`config.mk`:
```
export PLATFORM = sky130hd
export DESIGN_NAME = ctx_csi_tx_control
export DESIGN_NICKNAME = d
export VERILOG_FILES = /design/src/ctx_pkg.sv /design/src/ctx_sync.sv /design/src/ctx_csi_tx_control.sv
export SDC_FILE = /design/constraint.sdc
export NUM_CORES = 1
export LEC_CHECK = 0
export ABC_AREA = 1
export BUFFER_PORTS_ARGS = -buffer_cell sky130_fd_sc_hd__buf_2
export CAP_MARGIN = 10
export CORE_MARGIN = 5
export CORE_UTILIZATION = 35
export CTS_BUF_LIST = sky130_fd_sc_hd__clkbuf_4 sky130_fd_sc_hd__clkbuf_8 sky130_fd_sc_hd__clkbuf_16
export DETAILED_ROUTE_END_ITERATION = 12
export GPL_TIMING_DRIVEN = 1
export PLACE_DENSITY = 0.53
export SETUP_SLACK_MARGIN = 0.02
export SKIP_LAST_GASP = 1
export SYNTH_ARGS = -nofsm -noshare
export SYNTH_HDL_FRONTEND = slang
export SYNTH_SLANG_ARGS = --single-unit
```
`constraint.sdc`:
```
create_clock -name clk -period 1.23 [get_ports clk]
set_clock_uncertainty 0.15 [all_clocks]
set_input_delay 0.0615 -clock clk [delete_from_list [all_inputs] [get_ports clk]]
set_output_delay 0.0615 -clock clk [all_outputs]
set_load 0.01 [all_outputs]
```
`src/ctx_pkg.sv`:
```
// register map, field positions and constants of the camera tx control bank
package ctx_pkg;
  localparam logic [7:0] CTX_ADDR_TS_HIGH   = 8'h2c;
  localparam logic [7:0] CTX_ADDR_TS_LOW    = 8'h2d;
  localparam logic [7:0] CTX_ADDR_RSVD_LO   = 8'h2e;
  localparam logic [7:0] CTX_ADDR_RSVD_HI   = 8'h32;
  localparam logic [7:0] CTX_ADDR_CONTROL   = 8'h33;
  localparam logic [7:0] CTX_ADDR_CONTROL2  = 8'h34;
  localparam logic [7:0] CTX_ADDR_STATUS    = 8'h35;
  localparam logic [7:0] CTX_ADDR_EVENT     = 8'h37;
  localparam logic [7:0] CTX_ADDR_TS_STATUS = 8'h29;
  localparam logic [7:0] CTX_ADDR_TS_CTRL   = 8'h26;
  localparam logic [7:0] CTX_RSVD_VALUE     = 8'h00;
  localparam logic [7:0] CTX_CONTROL_RESET  = 8'h00;
  localparam logic [3:0] CTX_CONTROL2_UPPER = 4'h4;
  localparam int CTX_BIT_ENABLE     = 0;
  localparam int CTX_BIT_CONT_CLK   = 1;
  localparam int CTX_POS_LOW_POWER  = 2;
  localparam int CTX_POS_LANES      = 4;
  localparam int CTX_BIT_CAL_INIT   = 6;
  localparam int CTX_BIT_PERIODIC   = 0;
  localparam int CTX_BIT_SINGLE     = 1;
  localparam int CTX_BIT_INVERT     = 2;
  localparam int CTX_BIT_PASS_MODE  = 3;
  localparam int CTX_BIT_FREEZE     = 4;
  localparam int CTX_BIT_TIMESTAMP_READY_FLAG   = 4;
  localparam logic [1:0] CTX_LP_NORMAL = 2'h0;
  localparam logic [1:0] CTX_LP_DATA   = 2'h1;
  localparam logic [1:0] CTX_LP_ALL    = 2'h3;
  localparam logic [7:0] CTX_SKEW_PATTERN = 8'h55;
  // skew sequence length in link bytes
  localparam logic [7:0] CTX_SKEW_BYTES = 8'h10;
  typedef enum logic [2:0] {
    CTX_OFF   = 3'b000,
    CTX_INIT  = 3'b001,
    CTX_IDLE  = 3'b011,
    CTX_DATA  = 3'b010,
    CTX_SKEW  = 3'b110
  } ctx_state_t;
endpackage

```
`src/ctx_sync.sv`:
```
// two-flop synchroniser for signals from the link side
`timescale 1ns/10ps
module ctx_sync #(
  parameter int WIDTH = 1
) (
  input  wire logic             clk,
  input  wire logic             resetn,
  input  wire logic             ce,
  input  wire logic [WIDTH-1:0] d,
  output logic      [WIDTH-1:0] q
);
  logic [WIDTH-1:0] meta_reg;
  always_ff @(posedge clk)
  begin
    if (!resetn)
    begin
      meta_reg <= '0;
      q        <= '0;
    end
    else if (ce)
    begin
      meta_reg <= d;
      q        <= meta_reg;
    end
  end
endmodule

```
`src/ctx_csi_tx_control.sv`:
```
// camera transmit port control and status register bank with lane sequencer
`timescale 1ns/10ps
// Behaviour
// - port 1 timestamp readable as two zero-reset read-only bytes
// - initial calibration enable sends skew sequence before any data
// - lane field: 00 four, 01 three, 10 two, 11 one lane
// - low power field: 00 normal, 01 data lanes, 11 all lanes
// - continuous clock runs once the first packet has arrived
// - enable bit gates the transmit outputs, but data_lp00 and clock_lp00 follow the low power field regardless
// - pass mode: any enabled port valid, or all enabled ports valid
// - skew pattern 01010101 from bit 0, inverted when invert set
// - single calibration goes at next idle then clears itself
// - periodic calibration follows every frame end sent
// - sync status reads one only while synchronising is enabled
// - unsynchronised pass shows delivery, cleared by error
// - synchronised pass shows only data available for delivery
// - pass rising edge latched in read-clear event bit
// - timestamp ready flag cleared when freeze bit is set
module ctx_csi_tx_control
  import ctx_pkg::*;
#(
  parameter int PORTS = 2
) (
  input  wire logic             clk,
  input  wire logic             resetn,
  input  wire logic             ce,
  input  wire logic [7:0]       addr,
  input  wire logic [7:0]       wdata,
  input  wire logic             wr,
  input  wire logic             rd,
  output logic      [7:0]       rdata,
  input  wire logic             link_clk,
  input  wire logic [PORTS-1:0] port_enable,
  input  wire logic [PORTS-1:0] port_valid,
  input  wire logic             sync_enable,
  input  wire logic             streams_aligned,
  input  wire logic             tx_error,
  input  wire logic             packet_valid,
  input  wire logic             frame_end,
  input  wire logic [15:0]      timestamp,
  input  wire logic             timestamp_done,
  output logic                  tx_active,
  output logic      [3:0]       lane_active,
  output logic      [3:0]       data_lp00,
  output logic                  clock_lp00,
  output logic                  clock_run,
  output logic                  data_send,
  output logic                  skew_send,
  output logic      [7:0]       skew_byte,
  output logic                  freeze
);
  ////////////////////////////////////////////////////////////////////////
  // link-side inputs pass two flops before use
  logic       lclk_s;
  logic [PORTS-1:0] en_s;
  logic [PORTS-1:0] val_s;
  logic [4:0] misc_s;
  logic [16:0] ts_s;
  ctx_sync #(.WIDTH(1 + 2 * PORTS + 5 + 17)) u_sync (
    .clk    (clk),
    .resetn (resetn),
    .ce     (ce),
    .d      ({link_clk, port_enable, port_valid, sync_enable,
              streams_aligned, tx_error, packet_valid, frame_end,
              timestamp_done, timestamp}),
    .q      ({lclk_s, en_s, val_s, misc_s, ts_s})
  );
  logic sync_en;
  logic aligned;
  logic err;
  logic pkt;
  logic fend;
  assign {sync_en, aligned, err, pkt, fend} = misc_s;

  ////////////////////////////////////////////////////////////////////////
  // registers
  logic [6:0]  control_reg;
  logic [3:0]  control2_reg;
  logic [15:0] ts_reg;
  logic        timestamp_ready_flag_reg;
  logic        ts_done_d_reg;
  logic        freeze_reg;
  logic        pass_reg;
  logic        synced_reg;
  logic        pass_event_reg;
  logic        lclk_d_reg;
  logic        seen_packet_reg;
  logic        frame_end_d_reg;
  logic        periodic_pend_reg;
  logic [7:0]  skew_cnt_reg;
  logic        init_done_reg;
  ctx_state_t  state_reg;
  ctx_state_t  state_next;

  logic wr_ctl;
  logic wr_ctl2;
  logic wr_tsc;
  logic rd_event;
  logic link_edge;
  logic skew_done;
  assign wr_ctl    = wr && addr == CTX_ADDR_CONTROL;
  assign wr_ctl2   = wr && addr == CTX_ADDR_CONTROL2;
  assign wr_tsc    = wr && addr == CTX_ADDR_TS_CTRL;
  assign rd_event  = rd && addr == CTX_ADDR_EVENT;
  assign link_edge = lclk_s && !lclk_d_reg;
  assign skew_done = state_reg == CTX_SKEW && link_edge
                     && skew_cnt_reg == CTX_SKEW_BYTES - 8'h01;

  always_ff @(posedge clk)
  begin
    if (!resetn)
      control_reg <= CTX_CONTROL_RESET[6:0];
    else if (ce && wr_ctl)
      control_reg <= wdata[6:0];
  end

  // set on write, cleared after send
  always_ff @(posedge clk)
  begin
    if (!resetn)
      control2_reg <= 4'h0;
    else if (ce)
    begin
      if (wr_ctl2)
        // write of one merges with pending
        control2_reg <= {wdata[3:2], wdata[1] | control2_reg[1], wdata[0]};
      else if (skew_done && !periodic_pend_reg)
        control2_reg[CTX_BIT_SINGLE] <= 1'b0;
    end
  end

  always_ff @(posedge clk)
  begin
    if (!resetn)
      freeze_reg <= 1'b0;
    else if (ce && wr_tsc)
      freeze_reg <= wdata[CTX_BIT_FREEZE];
  end

  // ready set on capture, freeze clears it
  always_ff @(posedge clk)
  begin
    if (!resetn)
    begin
      ts_reg        <= 16'h0000;
      timestamp_ready_flag_reg  <= 1'b0;
      ts_done_d_reg <= 1'b0;
    end
    else if (ce)
    begin
      ts_done_d_reg <= ts_s[16];
      // one capture per done edge: the word is trusted only while the
      // source holds it still, not for as long as done stays high
      if (ts_s[16] && !ts_done_d_reg && !freeze_reg)
      begin
        ts_reg       <= ts_s[15:0];
        timestamp_ready_flag_reg <= 1'b1;
      end
      else if (wr_tsc && wdata[CTX_BIT_FREEZE])
        timestamp_ready_flag_reg <= 1'b0;
    end
  end

  ////////////////////////////////////////////////////////////////////////
  // pass and sync status
  logic pass_next;
  logic any_ok;
  logic all_ok;
  always_comb
  begin
    any_ok = |(en_s & val_s);
    all_ok = (|en_s) && ((en_s & val_s) == en_s);
    // pass mode selects any or all
    pass_next = control2_reg[CTX_BIT_PASS_MODE] ? all_ok : any_ok;
    if (!sync_en && (err || !control_reg[CTX_BIT_ENABLE]))
      pass_next = 1'b0;
  end

  always_ff @(posedge clk)
  begin
    if (!resetn)
    begin
      pass_reg   <= 1'b0;
      synced_reg <= 1'b0;
    end
    else if (ce)
    begin
      pass_reg   <= pass_next;
      synced_reg <= sync_en && aligned;
    end
  end

  always_ff @(posedge clk)
  begin
    if (!resetn)
      pass_event_reg <= 1'b0;
    else if (ce)
    begin
      if (pass_next && !pass_reg)
        pass_event_reg <= 1'b1;
      else if (rd_event)
        pass_event_reg <= 1'b0;
    end
  end

  ////////////////////////////////////////////////////////////////////////
  // link sequencer, stepped on link clock edges; a cleared enable bit drops it to off at once
  always_ff @(posedge clk)
  begin
    if (!resetn)
    begin
      lclk_d_reg      <= 1'b0;
      frame_end_d_reg <= 1'b0;
    end
    else if (ce)
    begin
      lclk_d_reg      <= lclk_s;
      frame_end_d_reg <= fend;
    end
  end

  // frame end queues a periodic sequence
  always_ff @(posedge clk)
  begin
    if (!resetn)
      periodic_pend_reg <= 1'b0;
    else if (ce)
    begin
      if (fend && !frame_end_d_reg && control2_reg[CTX_BIT_PERIODIC]
          && state_reg == CTX_DATA)
        periodic_pend_reg <= 1'b1;
      else if (skew_done)
        periodic_pend_reg <= 1'b0;
    end
  end

  always_comb
  begin
    state_next = state_reg;
    case (state_reg)
      CTX_OFF:
        if (control_reg[CTX_BIT_ENABLE])
          state_next = CTX_INIT;
      CTX_INIT:
        if (control_reg[CTX_BIT_CAL_INIT] && !init_done_reg)
          state_next = CTX_SKEW;
        else
          state_next = CTX_IDLE;
      CTX_IDLE:
        if (periodic_pend_reg || control2_reg[CTX_BIT_SINGLE])
          state_next = CTX_SKEW;
        else if (pkt)
          state_next = CTX_DATA;
      CTX_DATA:
        if (!pkt)
          state_next = CTX_IDLE;
      CTX_SKEW:
        if (skew_done)
          state_next = CTX_IDLE;
      default:
        state_next = CTX_OFF;
    endcase
    if (!control_reg[CTX_BIT_ENABLE])
      state_next = CTX_OFF;
  end

  always_ff @(posedge clk)
  begin
    if (!resetn)
      state_reg <= CTX_OFF;
    else if (ce && (link_edge || state_next == CTX_OFF))
      state_reg <= state_next;
  end

  always_ff @(posedge clk)
  begin
    if (!resetn)
      init_done_reg <= 1'b0;
    else if (ce)
    begin
      if (!control_reg[CTX_BIT_ENABLE])
        init_done_reg <= 1'b0;
      else if (state_reg == CTX_INIT && link_edge)
        init_done_reg <= 1'b1;
    end
  end

  always_ff @(posedge clk)
  begin
    if (!resetn)
      skew_cnt_reg <= 8'h00;
    else if (ce && link_edge)
      skew_cnt_reg <= (state_reg == CTX_SKEW) ? skew_cnt_reg + 8'h01 : 8'h00;
  end

  always_ff @(posedge clk)
  begin
    if (!resetn)
      seen_packet_reg <= 1'b0;
    else if (ce)
    begin
      if (state_reg == CTX_OFF)
        seen_packet_reg <= 1'b0;
      else if (pkt)
        seen_packet_reg <= 1'b1;
    end
  end

  ////////////////////////////////////////////////////////////////////////
  // registered lane outputs
  logic [1:0] lp_mode;
  logic [3:0] lanes_next;
  assign lp_mode = control_reg[CTX_POS_LOW_POWER +: 2];
  always_comb
  begin
    case (control_reg[CTX_POS_LANES +: 2])
      2'h0:    lanes_next = 4'hf;
      2'h1:    lanes_next = 4'h7;
      2'h2:    lanes_next = 4'h3;
      default: lanes_next = 4'h1;
    endcase
  end

  always_ff @(posedge clk)
  begin
    if (!resetn)
    begin
      tx_active   <= 1'b0;
      lane_active <= 4'h0;
      data_lp00   <= 4'h0;
      clock_lp00  <= 1'b0;
      clock_run   <= 1'b0;
      data_send   <= 1'b0;
      skew_send   <= 1'b0;
      skew_byte   <= 8'h00;
      freeze      <= 1'b0;
    end
    else if (ce)
    begin
      tx_active   <= state_reg != CTX_OFF;
      lane_active <= control_reg[CTX_BIT_ENABLE] ? lanes_next : 4'h0;
      // forced lp00, reserved code acts as normal
      data_lp00   <= (lp_mode == CTX_LP_DATA || lp_mode == CTX_LP_ALL)
                     ? lanes_next : 4'h0;
      clock_lp00  <= lp_mode == CTX_LP_ALL;
      clock_run   <= control_reg[CTX_BIT_CONT_CLK] && seen_packet_reg
                     && state_reg != CTX_OFF;
      data_send   <= state_reg == CTX_DATA;
      skew_send   <= state_reg == CTX_SKEW;
      skew_byte   <= control2_reg[CTX_BIT_INVERT] ? ~CTX_SKEW_PATTERN
                                                   : CTX_SKEW_PATTERN;
      freeze      <= freeze_reg;
    end
  end

  ////////////////////////////////////////////////////////////////////////
  // read port, data one cycle after strobe
  always_ff @(posedge clk)
  begin
    if (!resetn)
      rdata <= 8'h00;
    else if (ce)
    begin
      rdata <= 8'h00;
      if (rd)
      begin
        case (addr)
          CTX_ADDR_TS_HIGH:   rdata <= ts_reg[15:8];
          CTX_ADDR_TS_LOW:    rdata <= ts_reg[7:0];
          CTX_ADDR_CONTROL:   rdata <= {1'b0, control_reg};
          CTX_ADDR_CONTROL2:  rdata <= {CTX_CONTROL2_UPPER, control2_reg};
          CTX_ADDR_STATUS:    rdata <= {6'h00, synced_reg, pass_reg};
          CTX_ADDR_EVENT:     rdata <= {7'h00, pass_event_reg};
          CTX_ADDR_TS_STATUS: rdata <= {3'h0, timestamp_ready_flag_reg, 4'h0};
          CTX_ADDR_TS_CTRL:   rdata <= {3'h0, freeze_reg, 4'h0};
          default:            rdata <= CTX_RSVD_VALUE;
        endcase
      end
    end
  end
endmodule

```
### Word level (Yosys, flattened, before mapping)

Cells that the tools add are included.

* register bits after elaboration: 133
* output and inout bits: 30
* word-level logic and storage cells: 137
* input bits: 48

* add/sub/neg operators: 1
* reduce and logical (&&, ||, !) cells: 58
* mux-type cells: 28
* bitwise gates (word level): 2
* equal/unequal tests: 19

Operators with widths (count)
* 8-bit by 6-bit == test with 1-bit output, second input constant: 8
* 8-bit case mux with 8 select lines: 1
* 1-bit logical AND: 26
* 8-bit 2-to-1 mux: 3
* 3-bit 2-to-1 mux: 6
* 2-bit AND reduction: 8
* 3-bit case mux with 5 select lines: 1
* 1-bit 2-to-1 mux: 14
* 4-bit case mux with 3 select lines: 1
* 2-bit nonzero test: 5
* 1-bit logical NOT: 9
* 8-bit by 1-bit adder with 8-bit output, second input constant: 1
* 8-bit by 4-bit == test with 1-bit output, second input constant: 1
* 4-bit 2-to-1 mux: 2
* 3-bit by 2-bit == test with 1-bit output, second input constant: 2
* 3-bit logical NOT: 2
* 2-bit by 1-bit == test with 1-bit output, second input constant: 2
* 2-bit == test, second input constant: 2
* 1-bit logical OR: 4
* 2-bit OR reduction: 2
* 3-bit by 1-bit == test with 1-bit output, second input constant: 1
* 3-bit == test, second input constant: 1
* 3-bit nonzero test: 1
* 2-bit bitwise AND: 1
* other kinds (4): 4

### Depth between registers and ports, before layout

Gate-level depths: netlist (run 1).

* depth in word-level cells: 10
* gate-level depth with buffers: 10
* gate-level depth less buffers: 10

### Cells and area by module

A second synthesis (run 1) with hierarchy kept.

* cell total of the unflattened synthesis: 820
* area total of the unflattened synthesis: 5554.1 um2

By module, submodules not included
* ctx_csi_tx_control: cells an instance 478, area an instance 3348.2 um2, sequential area each 1461.4 um2, times used 1
* ctx_sync: cells an instance 342, area an instance 2205.9 um2, sequential area each 1081.0 um2, times used 1

### Worst setup path after synthesis (run 1)

Ideal clock, no wire load.

* path kind: flip-flop to flip-flop
* start point: register state_reg[0]
* end point: register skew_cnt_reg[3]
* arrival: 1.114 ns
* required time: 1.002 ns
* path slack: -0.112 ns
* stages on the path, launching flop included: 8
* library setup time: 0.078 ns
* clock period less this slack: 1.342 ns
* path buffers: 0
* cells stage by stage: dfxtp_1 -> inv_1 -> nand2_2 -> nor2_1 -> inv_2 -> a21oi_1 -> inv_1 -> nor3_1

* longest elaborated chain between the ends: 2

Ends and longest elaborated chain
* start: declaration: RTL line ctx_csi_tx_control.sv:92 `ctx_state_t state_reg;`
* start signal: assignment: RTL line ctx_csi_tx_control.sv:272 `state_reg <= state_next;`
* 3-bit == test: RTL line ctx_csi_tx_control.sv:293 `skew_cnt_reg <= (state_reg == CTX_SKEW) ? skew_cnt_reg + 8'h01 : 8'h00;`
* 8-bit 2-to-1 mux: RTL line ctx_csi_tx_control.sv:293
* end signal: assignment: RTL line ctx_csi_tx_control.sv:293
* end: declaration: RTL line ctx_csi_tx_control.sv:90 `logic [7:0] skew_cnt_reg;`

Every way passes these cells.
A chain may end at the register's enable or synchronous reset.

### Final worst setup path (run 1)

* start point: register u_sync.q[26]
* end point: register skew_cnt_reg[7]

* longest elaborated chain between the ends: 2

Ends and longest elaborated chain
* start: declaration: RTL line ctx_sync.sv:10 `output logic [WIDTH-1:0] q`
* start signal: assignment: RTL line ctx_sync.sv:23 `q <= meta_reg;`
* 1-bit logical AND: RTL line ctx_csi_tx_control.sv:105 `assign link_edge = lclk_s && !lclk_d_reg;`
* 1-bit logical AND: RTL line ctx_csi_tx_control.sv:292 `else if (ce && link_edge)`

Every way passes these cells.

==> results of run 1 <==
-- logic make-up (layout without fill, tap and decap cells) --
family / after synthesis / count (layout)
compound gates: 160 / 160
fa+ha+maj: 1 / 1
buf+inv: 87 / 255
flops: 127 / 127
simple gates: 321 / 321
-- cell usage in the layout (no fill, tap or decap), drive strengths merged --
cell type,count
a21oi,57
a22o,1
a22oi,1
a31oi,2
buf,139
bufinv,2
clkbuf,17
clkinv,1
clkinvlp,2
dfxtp,127
dlygate4sd3,39
dlymetal6s4s,2
ha,1
inv,53
nand2,84
nand3,47
nand4,10
nor2,174
nor3,5
o211ai,2
o21ai,95
o22ai,1
o31ai,1
or2,1
-- Yosys cell counts --
library cell,count
nor2_1,169
a21oi_1,57
nor2_2,4
nand2_1,81
nand2_4,1
a22o_1,1
o22ai_1,1
o211ai_1,2
a31oi_1,2
nand4_1,10
nor3_4,1
nand2_2,2
inv_2,3
buf_6,1
o21ai_1,4
buf_2,11
o21ai_0,91
buf_4,7
o31ai_1,1
dfxtp_1,127
nor3_1,4
a22oi_1,1
or2_0,1
nor2_8,1
ha_1,1
clkbuf_1,25
nand3_1,47
inv_1,40
-- worst min-delay path: cells and delay by family --
family / cells / cell delay [ns]
buf+inv: 1 / 0.18
simple gates: 1 / 0.09
compound gates: 1 / 0.06
-- timing repair --
action,CTS,global route
pin swaps,8,25
hold buffers,42,1
setup buffers,3,2
endpoints found under the hold margin,56,6
gates resized for setup,27,41
endpoints found under the setup margin,30,69
cloned,0,1
-- layer usage --
metal | vias up | global-route usage | share of wire
met5 | - | 0 | 0
met4 | 0 | 0.0714 | 0.014
met3 | 20 | 0.0366 | 0.045
met2 | 121 | 0.278 | 0.47
met1 | 2354 | 0.226 | 0.47
li1 | 2598 | - | -
-- area by class of cell --
class	count	area share
Sequential cell	127	0.354
Multi-Input combinational cell	482	0.322
Timing Repair Buffer	180	0.188
Clock inverter	15	0.0235
Clock buffer	17	0.0587
Inverter	43	0.0226
Tap cell	184	0.0318
-- worst paths after layout --
path	from	end	depth (start not counted)
max reg2reg	u_sync.q[26]	skew_cnt_reg[7]	7
min reg2reg	clock_lp00	clock_lp00	2
max	u_sync.q[26]	skew_cnt_reg[7]	7
min	ce	freeze	3
-- where the power goes --
part           internal [uW]  switching (uW)  leakage (uW)
logic                    367             433       0.00180
registers               4280            89.0       0.00105
clock network           3050            2030      0.000289
total                   7700            2550       0.00314
-- through the flow --
stage | area (um^2) | hold WS, ns | TNS (ns) | setup WS (ns)
2_1_floorplan | 5130 | 0.0464 | -0.299 | -0.0613
4_1_cts | 7140 | -0.145 | -1.40 | -0.157
5_1_grt | 7250 | -0.102 | -4.59 | -0.279
3_3_place_gp | 6030 | 0.133 | -1.73 | -0.124
3_5_place_dp | 6030 | 0.140 | -2.60 | -0.171
6_report | 7250 | -0.125 | -2.02 | -0.197
==> results.txt, run 1 <==
* Sequential element share of the synthesized area: 0.499
- The first TritonRoute pass finished after 5 iterations.
- Worst VDD drop: 0.914 mV
* Sink count of the clock tree: 127
- Leaving out filler cells and counting taps, the final layout contains 1,048.
- The design draws 10,200 uW.
- Type of destination of the critical path: register
* Layout cells sized above 1: 0.266
- Each instance of the synthesized netlist takes up on average 7.32 um^2.
- In this run, CTS created clock tree buffers numbering 17.
- The compound-gate portion of the synthesized area came to 0.161.
- Reg clk slew, reported paths: 0.06 ns
- For the worst-skew pair, the clock arrives at the later sink with an insertion delay of 0.41 ns.
- Area occupied by registers: 0.00256 mm^2
* Core region area: 0.0144 mm^2
* Clock tree from TritonCTS: built
* Worst path setup slack after routing: -0.197 ns
- Worst endpoint required time: 1.43 ns
- Min cycle time layout: 1.43 ns
* Number of antenna violations at the first check in global routing: 0
* Cell-by-cell trace of the critical path: nand2_4, nor2_8, nand2_2, nor2_4, nand4_1, or2_0, a21oi_1
* Proportion of synthesized area in mux cells: 0
* Failing checks: negative hold slack, negative setup slack
- Worst-case hold slack: -0.125 ns
- Worst Path Arrival: 1.63 ns
- After floorplanning, the core was divided into 44 placement rows.
- For the pin with the worst max-slew slack, the measured transition is 0.305 ns.
* Total number of yosys warnings: 0
* Number of different library cells in the post-synthesis netlist: 28
- Master of the slowest instance on the critical path: dfxtp_2
- Buffers plus inverters on the worst setup path: 0
- The final hold violation count came to 3.
- Final core area utilization: 0.502
- Max-Slew Margin vs Limit: 0.796
* WL per Instance: 13.9 um
- Of the post-synthesis cell area, the dominant cell type holds 0.499.
* Drt via density: 4.86
* Register-to-Register Setup Slack: -0.20 ns
- Max stage delay on crit path: 0.35 ns
* Cells taking the most area after synthesis: dfxtp_1 (50%), nor2_1 (12%), o21ai_0 (8.9%)
- Pwr per Cell Area: 1410 mW/mm^2
- Via count of the first global-routing pass: 4,868
- Once placement completed, the tool counted placed cells totaling 969.
- The run finished, with violations left.
- The worst hold path belongs to the class input pin to register.
* Global-route wire length before repair: 23.5 mm
- Total number of vias: 5,093
* Fill count: 1,435
- Top cell type by total area after synthesis: dfxtp_1
- Fraction of the mapped netlist area in simple logic gates: 0.264
- Area share of xor/xnor cells in the synthesized design: 0
* Iteration-0 DRC Markers: 253
* Area growth, synth to finish: 42.2%
- Entering global routing, the biggest net connects 43 pins.
* Die footprint: 0.0171 mm^2
* Overall routing resource usage: 0.173
- Largest fanout on the critical path: 3
- WL final: 14.5 mm
* Global route total overflow: 0
- 0 antenna diodes ended up in the layout.
- After synthesis the cells add up to 0.00509 mm^2.
- Main combinational cell family by area after synthesis: simple AND/OR/NAND/NOR gates
- Area used by multi-input combinational logic: 0.00233 mm^2
- Unrepaired setup endpoints after global routing: true
* Count of max-cap constraint violations: 0
* Post-DP HPWL: 9.84 mm
- Type of the worst setup path: register to register
- Post-synthesis instance total: 696
- Worst path top cell family by delay: simple AND/OR/NAND/NOR gates
- At the end of routability-driven placement, the weighted congestion stood at 0.878.
- Measured along the y axis, the die boundary spans 131 um.
- Of the total synthesized cell area, the portion taken by full adders, half adders and majority gates is 0.00246.
* Quantity of I/O buffers inserted on ports: 76
- CTS Root Buffer Type: clkbuf_16
* Horizontal extent of the die: 131 um
- In this run, synthesis produced a sequential element count of 127.
- Final period util: 1.16
- In the routed design, unresolved DRC markers number 0.
* Starting Density: 0.353
* Highest clock rate: 701 MHz
- Number of ports placed on the die boundary: 78
- H-Tree Depth: 4
- The worst setup path is launched from a register.
* Setup violations, final: 30
- Max Root-Sink Buffers: 2
* Post-Syn Nets: 745
* Net count of the finished layout: 900
- Final antenna-violating net count: 0
* LEAKAGE: 0.00314 uW
- The number of pins with negative max-slew slack in the final report was 0.
Power figures use the tool's default switching activity.
==> run 2: changes to the inputs <==
CELL_PAD_IN_SITES_DETAIL_PLACEMENT = 1   (was not set)
CELL_PAD_IN_SITES_GLOBAL_PLACEMENT = 2   (was not set)
CORE_UTILIZATION = 29   (was 35)
PLACE_DENSITY = 0.73   (was 0.53)
==> run 2 against run 1 <==
Net effect: the run still ends with negative hold slack, negative setup slack left; routed wire length is 11% higher; largest cell class unchanged; critical path type unchanged; register-to-register slack worse by 0.03 ns; worst setup slack worse by 0.028 ns; largest power group unchanged; highest routed layer unchanged; first-iteration DRC count is 8.3% higher; maximum frequency is 1.9% lower.
==> results.txt, run 2 (same netlist as run 1, synthesis figures left out) <==
- The core region area was 0.0173 mm^2 (+20%).
- The source-to-sink clock delay at the later pin of the worst-skew pair came to 0.41 ns (about the same).
* Post-route cell area: 0.00735 mm^2 (+1.4%)
* Reg clk slew, reported paths: 0.05 ns (about the same)
- Critical path's most frequent cell: nand2_1
* Crit start category: register
- The final estimated routing congestion in global placement is 0.797 (-9.2%).
- The number of clock sinks seen by CTS was 127 (unchanged).
- # hold bufs at CTS: 37 (-12%)
- Type of destination of the critical path: register
* Worst-case hold slack: -0.0729 ns (+0.0522 ns)
- Type of the worst setup path: register to register
- Post-detailed-route DRC marker count: 0 (unchanged)
- Total count of max-transition violations in the final report: 0 (unchanged)
- The min-delay analysis places its worst path in the category input pin to register.
- TritonCTS built the clock tree.
* Number of ports placed on the die boundary: 78 (unchanged)
* Number of buffers added by the clock tree synthesis step: 17 (unchanged)
- Worst path setup slack after routing: -0.225 ns (-0.0280 ns)
- WL per Instance: 14.9 um (+7.3%)
- Cell-by-cell trace of the critical path: ha_4, nand3_4, nor3_4, nand2_2, nand2_1, nand2_1, nand3_1, a21oi_1
- The number of antenna repair diodes was 0 (unchanged).
* Failing checks: negative hold slack, negative setup slack
- Via count of the first global-routing pass: 5,290 (+8.7%)
- Horizontal extent of the die: 143 um (+9.1%)
* Final period util: 1.18 (+0.0227)
* Net switching share of the total power: 0.231 (-0.0184)
* Global route total overflow: 0 (unchanged)
* Fraction of power consumed by combinational cells: 0.081 (+0.003)
- The power density normalized to cell area was 1370 mW/mm^2 (-2.9%).
- The worst hold path stage count was 3 (unchanged).
* Max stage delay on crit path: 0.35 ns (about the same)
- Total Power: 10,100 uW (-1.5%)
- The ratio of routed vias to standard cells came to 4.67 (-3.9%).
* Worst Path Arrival: 1.60 ns (-0.03 ns)
- Number of antenna violations at the first check in global routing: 0 (unchanged)
* Global-route wire length before repair: 26.4 mm (+12%)
- The fraction of power consumed by the clock network is 0.483 (-0.013).
- The depth of the most critical reg-to-reg path was 8 (+1).
* Iteration-0 DRC Markers: 274 (+8.3%)
- The internal power component is 7770 uW (+0.87%).
* Final antenna-violating net count: 0 (unchanged)
* Max Root-Sink Buffers: 2 (unchanged)
* Endpoint of the worst-slack reg-to-reg timing path: state_reg[2]
- The worst register-to-register path begins at skew_cnt_reg[0].
- The site row count is 48 (+9.1%).
- Die footprint: 0.0203 mm^2 (+19%)
* Area growth, synth to finish: 44.3%
* Hold violation total from the final report: 2 (-1)
- Min cycle time layout: 1.45 ns (+0.0280 ns)
- Setup repair after global routing could not meet its margin everywhere.
* Status: complete, but fails checks
- Worst VDD drop: 0.930 mV (+1.8%)
* Count of max-cap constraint violations: 0 (unchanged)
- The final net count is 899 (-0.11%).
- Max-Slew Margin vs Limit: 0.781 (-0.0142)
- Total number of vias: 5,079 (-0.27%)
- Setup violations, final: 29 (-3.3%)
* Fill count: 2,122 (+48%)
- The die outline height was 143 um (+9.1%).
* Uppermost metal layer occupied by signal nets: met4
* Metal2 WL: 7.67 mm (+11%)
- Overall routing resource usage: 0.161 (-0.0117)
- Quantity of I/O buffers inserted on ports: 76 (unchanged)
* Transition time at the pin with the least slew margin: 0.325 ns (+0.0198 ns)
- Switching pwr: 2330 uW (-8.8%)
- The maximum number of pins on one net before global-route repair came to 46 (+7.0%).
* WL final: 16.2 mm (+11%)
* Most frequent cells in the layout: nor2_1 (153), dfxtp_1 (112), buf_2 (76)
* Highest clock rate: 687 MHz (-1.9%)
- Layout cells sized above 1: 0.298 (+0.0319)
* Most common library cell in the layout ignoring fill and taps: nor2_1
- Starting Density: 0.295 (-0.0587)
* Iteration count of the initial detailed-routing pass: 4 (-1)
- The number of levels in the clock H-tree came to 4 (unchanged).
- Post-DP HPWL: 11.1 mm (+13%)
- The detailed-routed wire length on met3 was 640 um (-2.6%).
* Met1 routed wirelength after detailed routing: 7.71 mm (+14%)
* Largest fanout on the critical path: 4 (+1)
- In this run the worst setup path begins at skew_cnt_reg[0].
- LEAKAGE: 0.00312 uW (-0.52%)
* CTS Root Buffer Type: clkbuf_16
* Sequential fraction of design power: 0.435 (+0.009)
- Among all stages on the critical path, the largest delay is contributed by dfxtp_2.
* Endpoint of the worst setup timing path: state_reg[2]
* Register-to-Register Setup Slack: -0.22 ns (-0.03 ns)
* Worst endpoint required time: 1.38 ns (-0.05 ns)
- The instance area at placement is 0.00605 mm^2 (+0.48%).
run 2: cell count changes in the layout (fill, tap and decap cells not counted), moves of 8 or more:
cell     change
nor2_1       -9
nor2_2      +10
o21ai_0      -9
inv_6        -9
o21ai_1      -8
o21ai_2     +16
run 2: timing repair:
item,4_1_cts,5_1_grt
resized for setup,31,87
endpoints found under the setup margin,30,58
endpoints found under the hold margin,59,2
pin swaps,12,37
setup buffers,1,5
cloned,0,2
run 2: critical path: cells and delay by family, from the launching register on:
| family | cells | cell delay [ns] |
|---|---|---|
| AO/OA/AOI/OAI | 1 | 0.06 |
| flip-flops | 1 | 0.35 |
| AND/OR/NAND/NOR | 6 | 0.63 |
| adder cells (fa/ha/maj) | 1 | 0.15 |
run 2: how the worst min path moves through the flow:
stage | startpoint | to | slack (ns)
4_1_cts | ce | lclk_d_reg | -0.11
6_report | ce | lclk_d_reg | -0.07
3_5_place_dp | timestamp[3] | u_sync.meta_reg[3] | 0.14
5_1_grt | ce | lclk_d_reg | -0.08
3_3_place_gp | timestamp[9] | u_sync.meta_reg[9] | 0.13
2_1_floorplan | timestamp[0] | u_sync.meta_reg[0] | 0.05
run 2: power groups by stage:
stage               clock network, uW  registers [uW]  logic (uW)
floorplan                           0            4440         396
global placement                    0            4460         645
detailed placement                  0            4470         660
CTS                              5000            4380         772
global route                     5210            4410         928
finish                           4880            4390         822
run 2: layout make-up:
cell class	count	area (um^2)	area share
clock buffer	23	477	0.0649
clock inverter	8	90.1	0.0123
inverter	43	171	0.0233
multi-input combinational	482	2430	0.330
sequential	127	2560	0.349
tap	225	282	0.0383
timing repair buffer	178	1330	0.181
timing repair inverter	1	6.26	0.000851
run 2: metal layers:
metal,GRT usage,vias up
li1,-,2583
met1,0.212,2409
met2,0.264,79
met3,0.0363,8
met4,0.0480,0
met5,0,-
run 2: metrics by stage:
step / util / std cells / hold slack [ns] / setup slack [ns] / TNS [ns]
after floorplan: - / 696 / 0.0464 / -0.0613 / -0.299
final: 0.425 / 1087 / -0.0729 / -0.225 / -2.62
after CTS: 0.410 / 1081 / -0.110 / -0.219 / -1.90
after detailed placement: 0.350 / 1012 / 0.142 / -0.243 / -5.89
after global routing: 0.425 / 1087 / -0.0839 / -0.302 / -4.58
after global placement: 0.350 / 1012 / 0.132 / -0.172 / -3.96
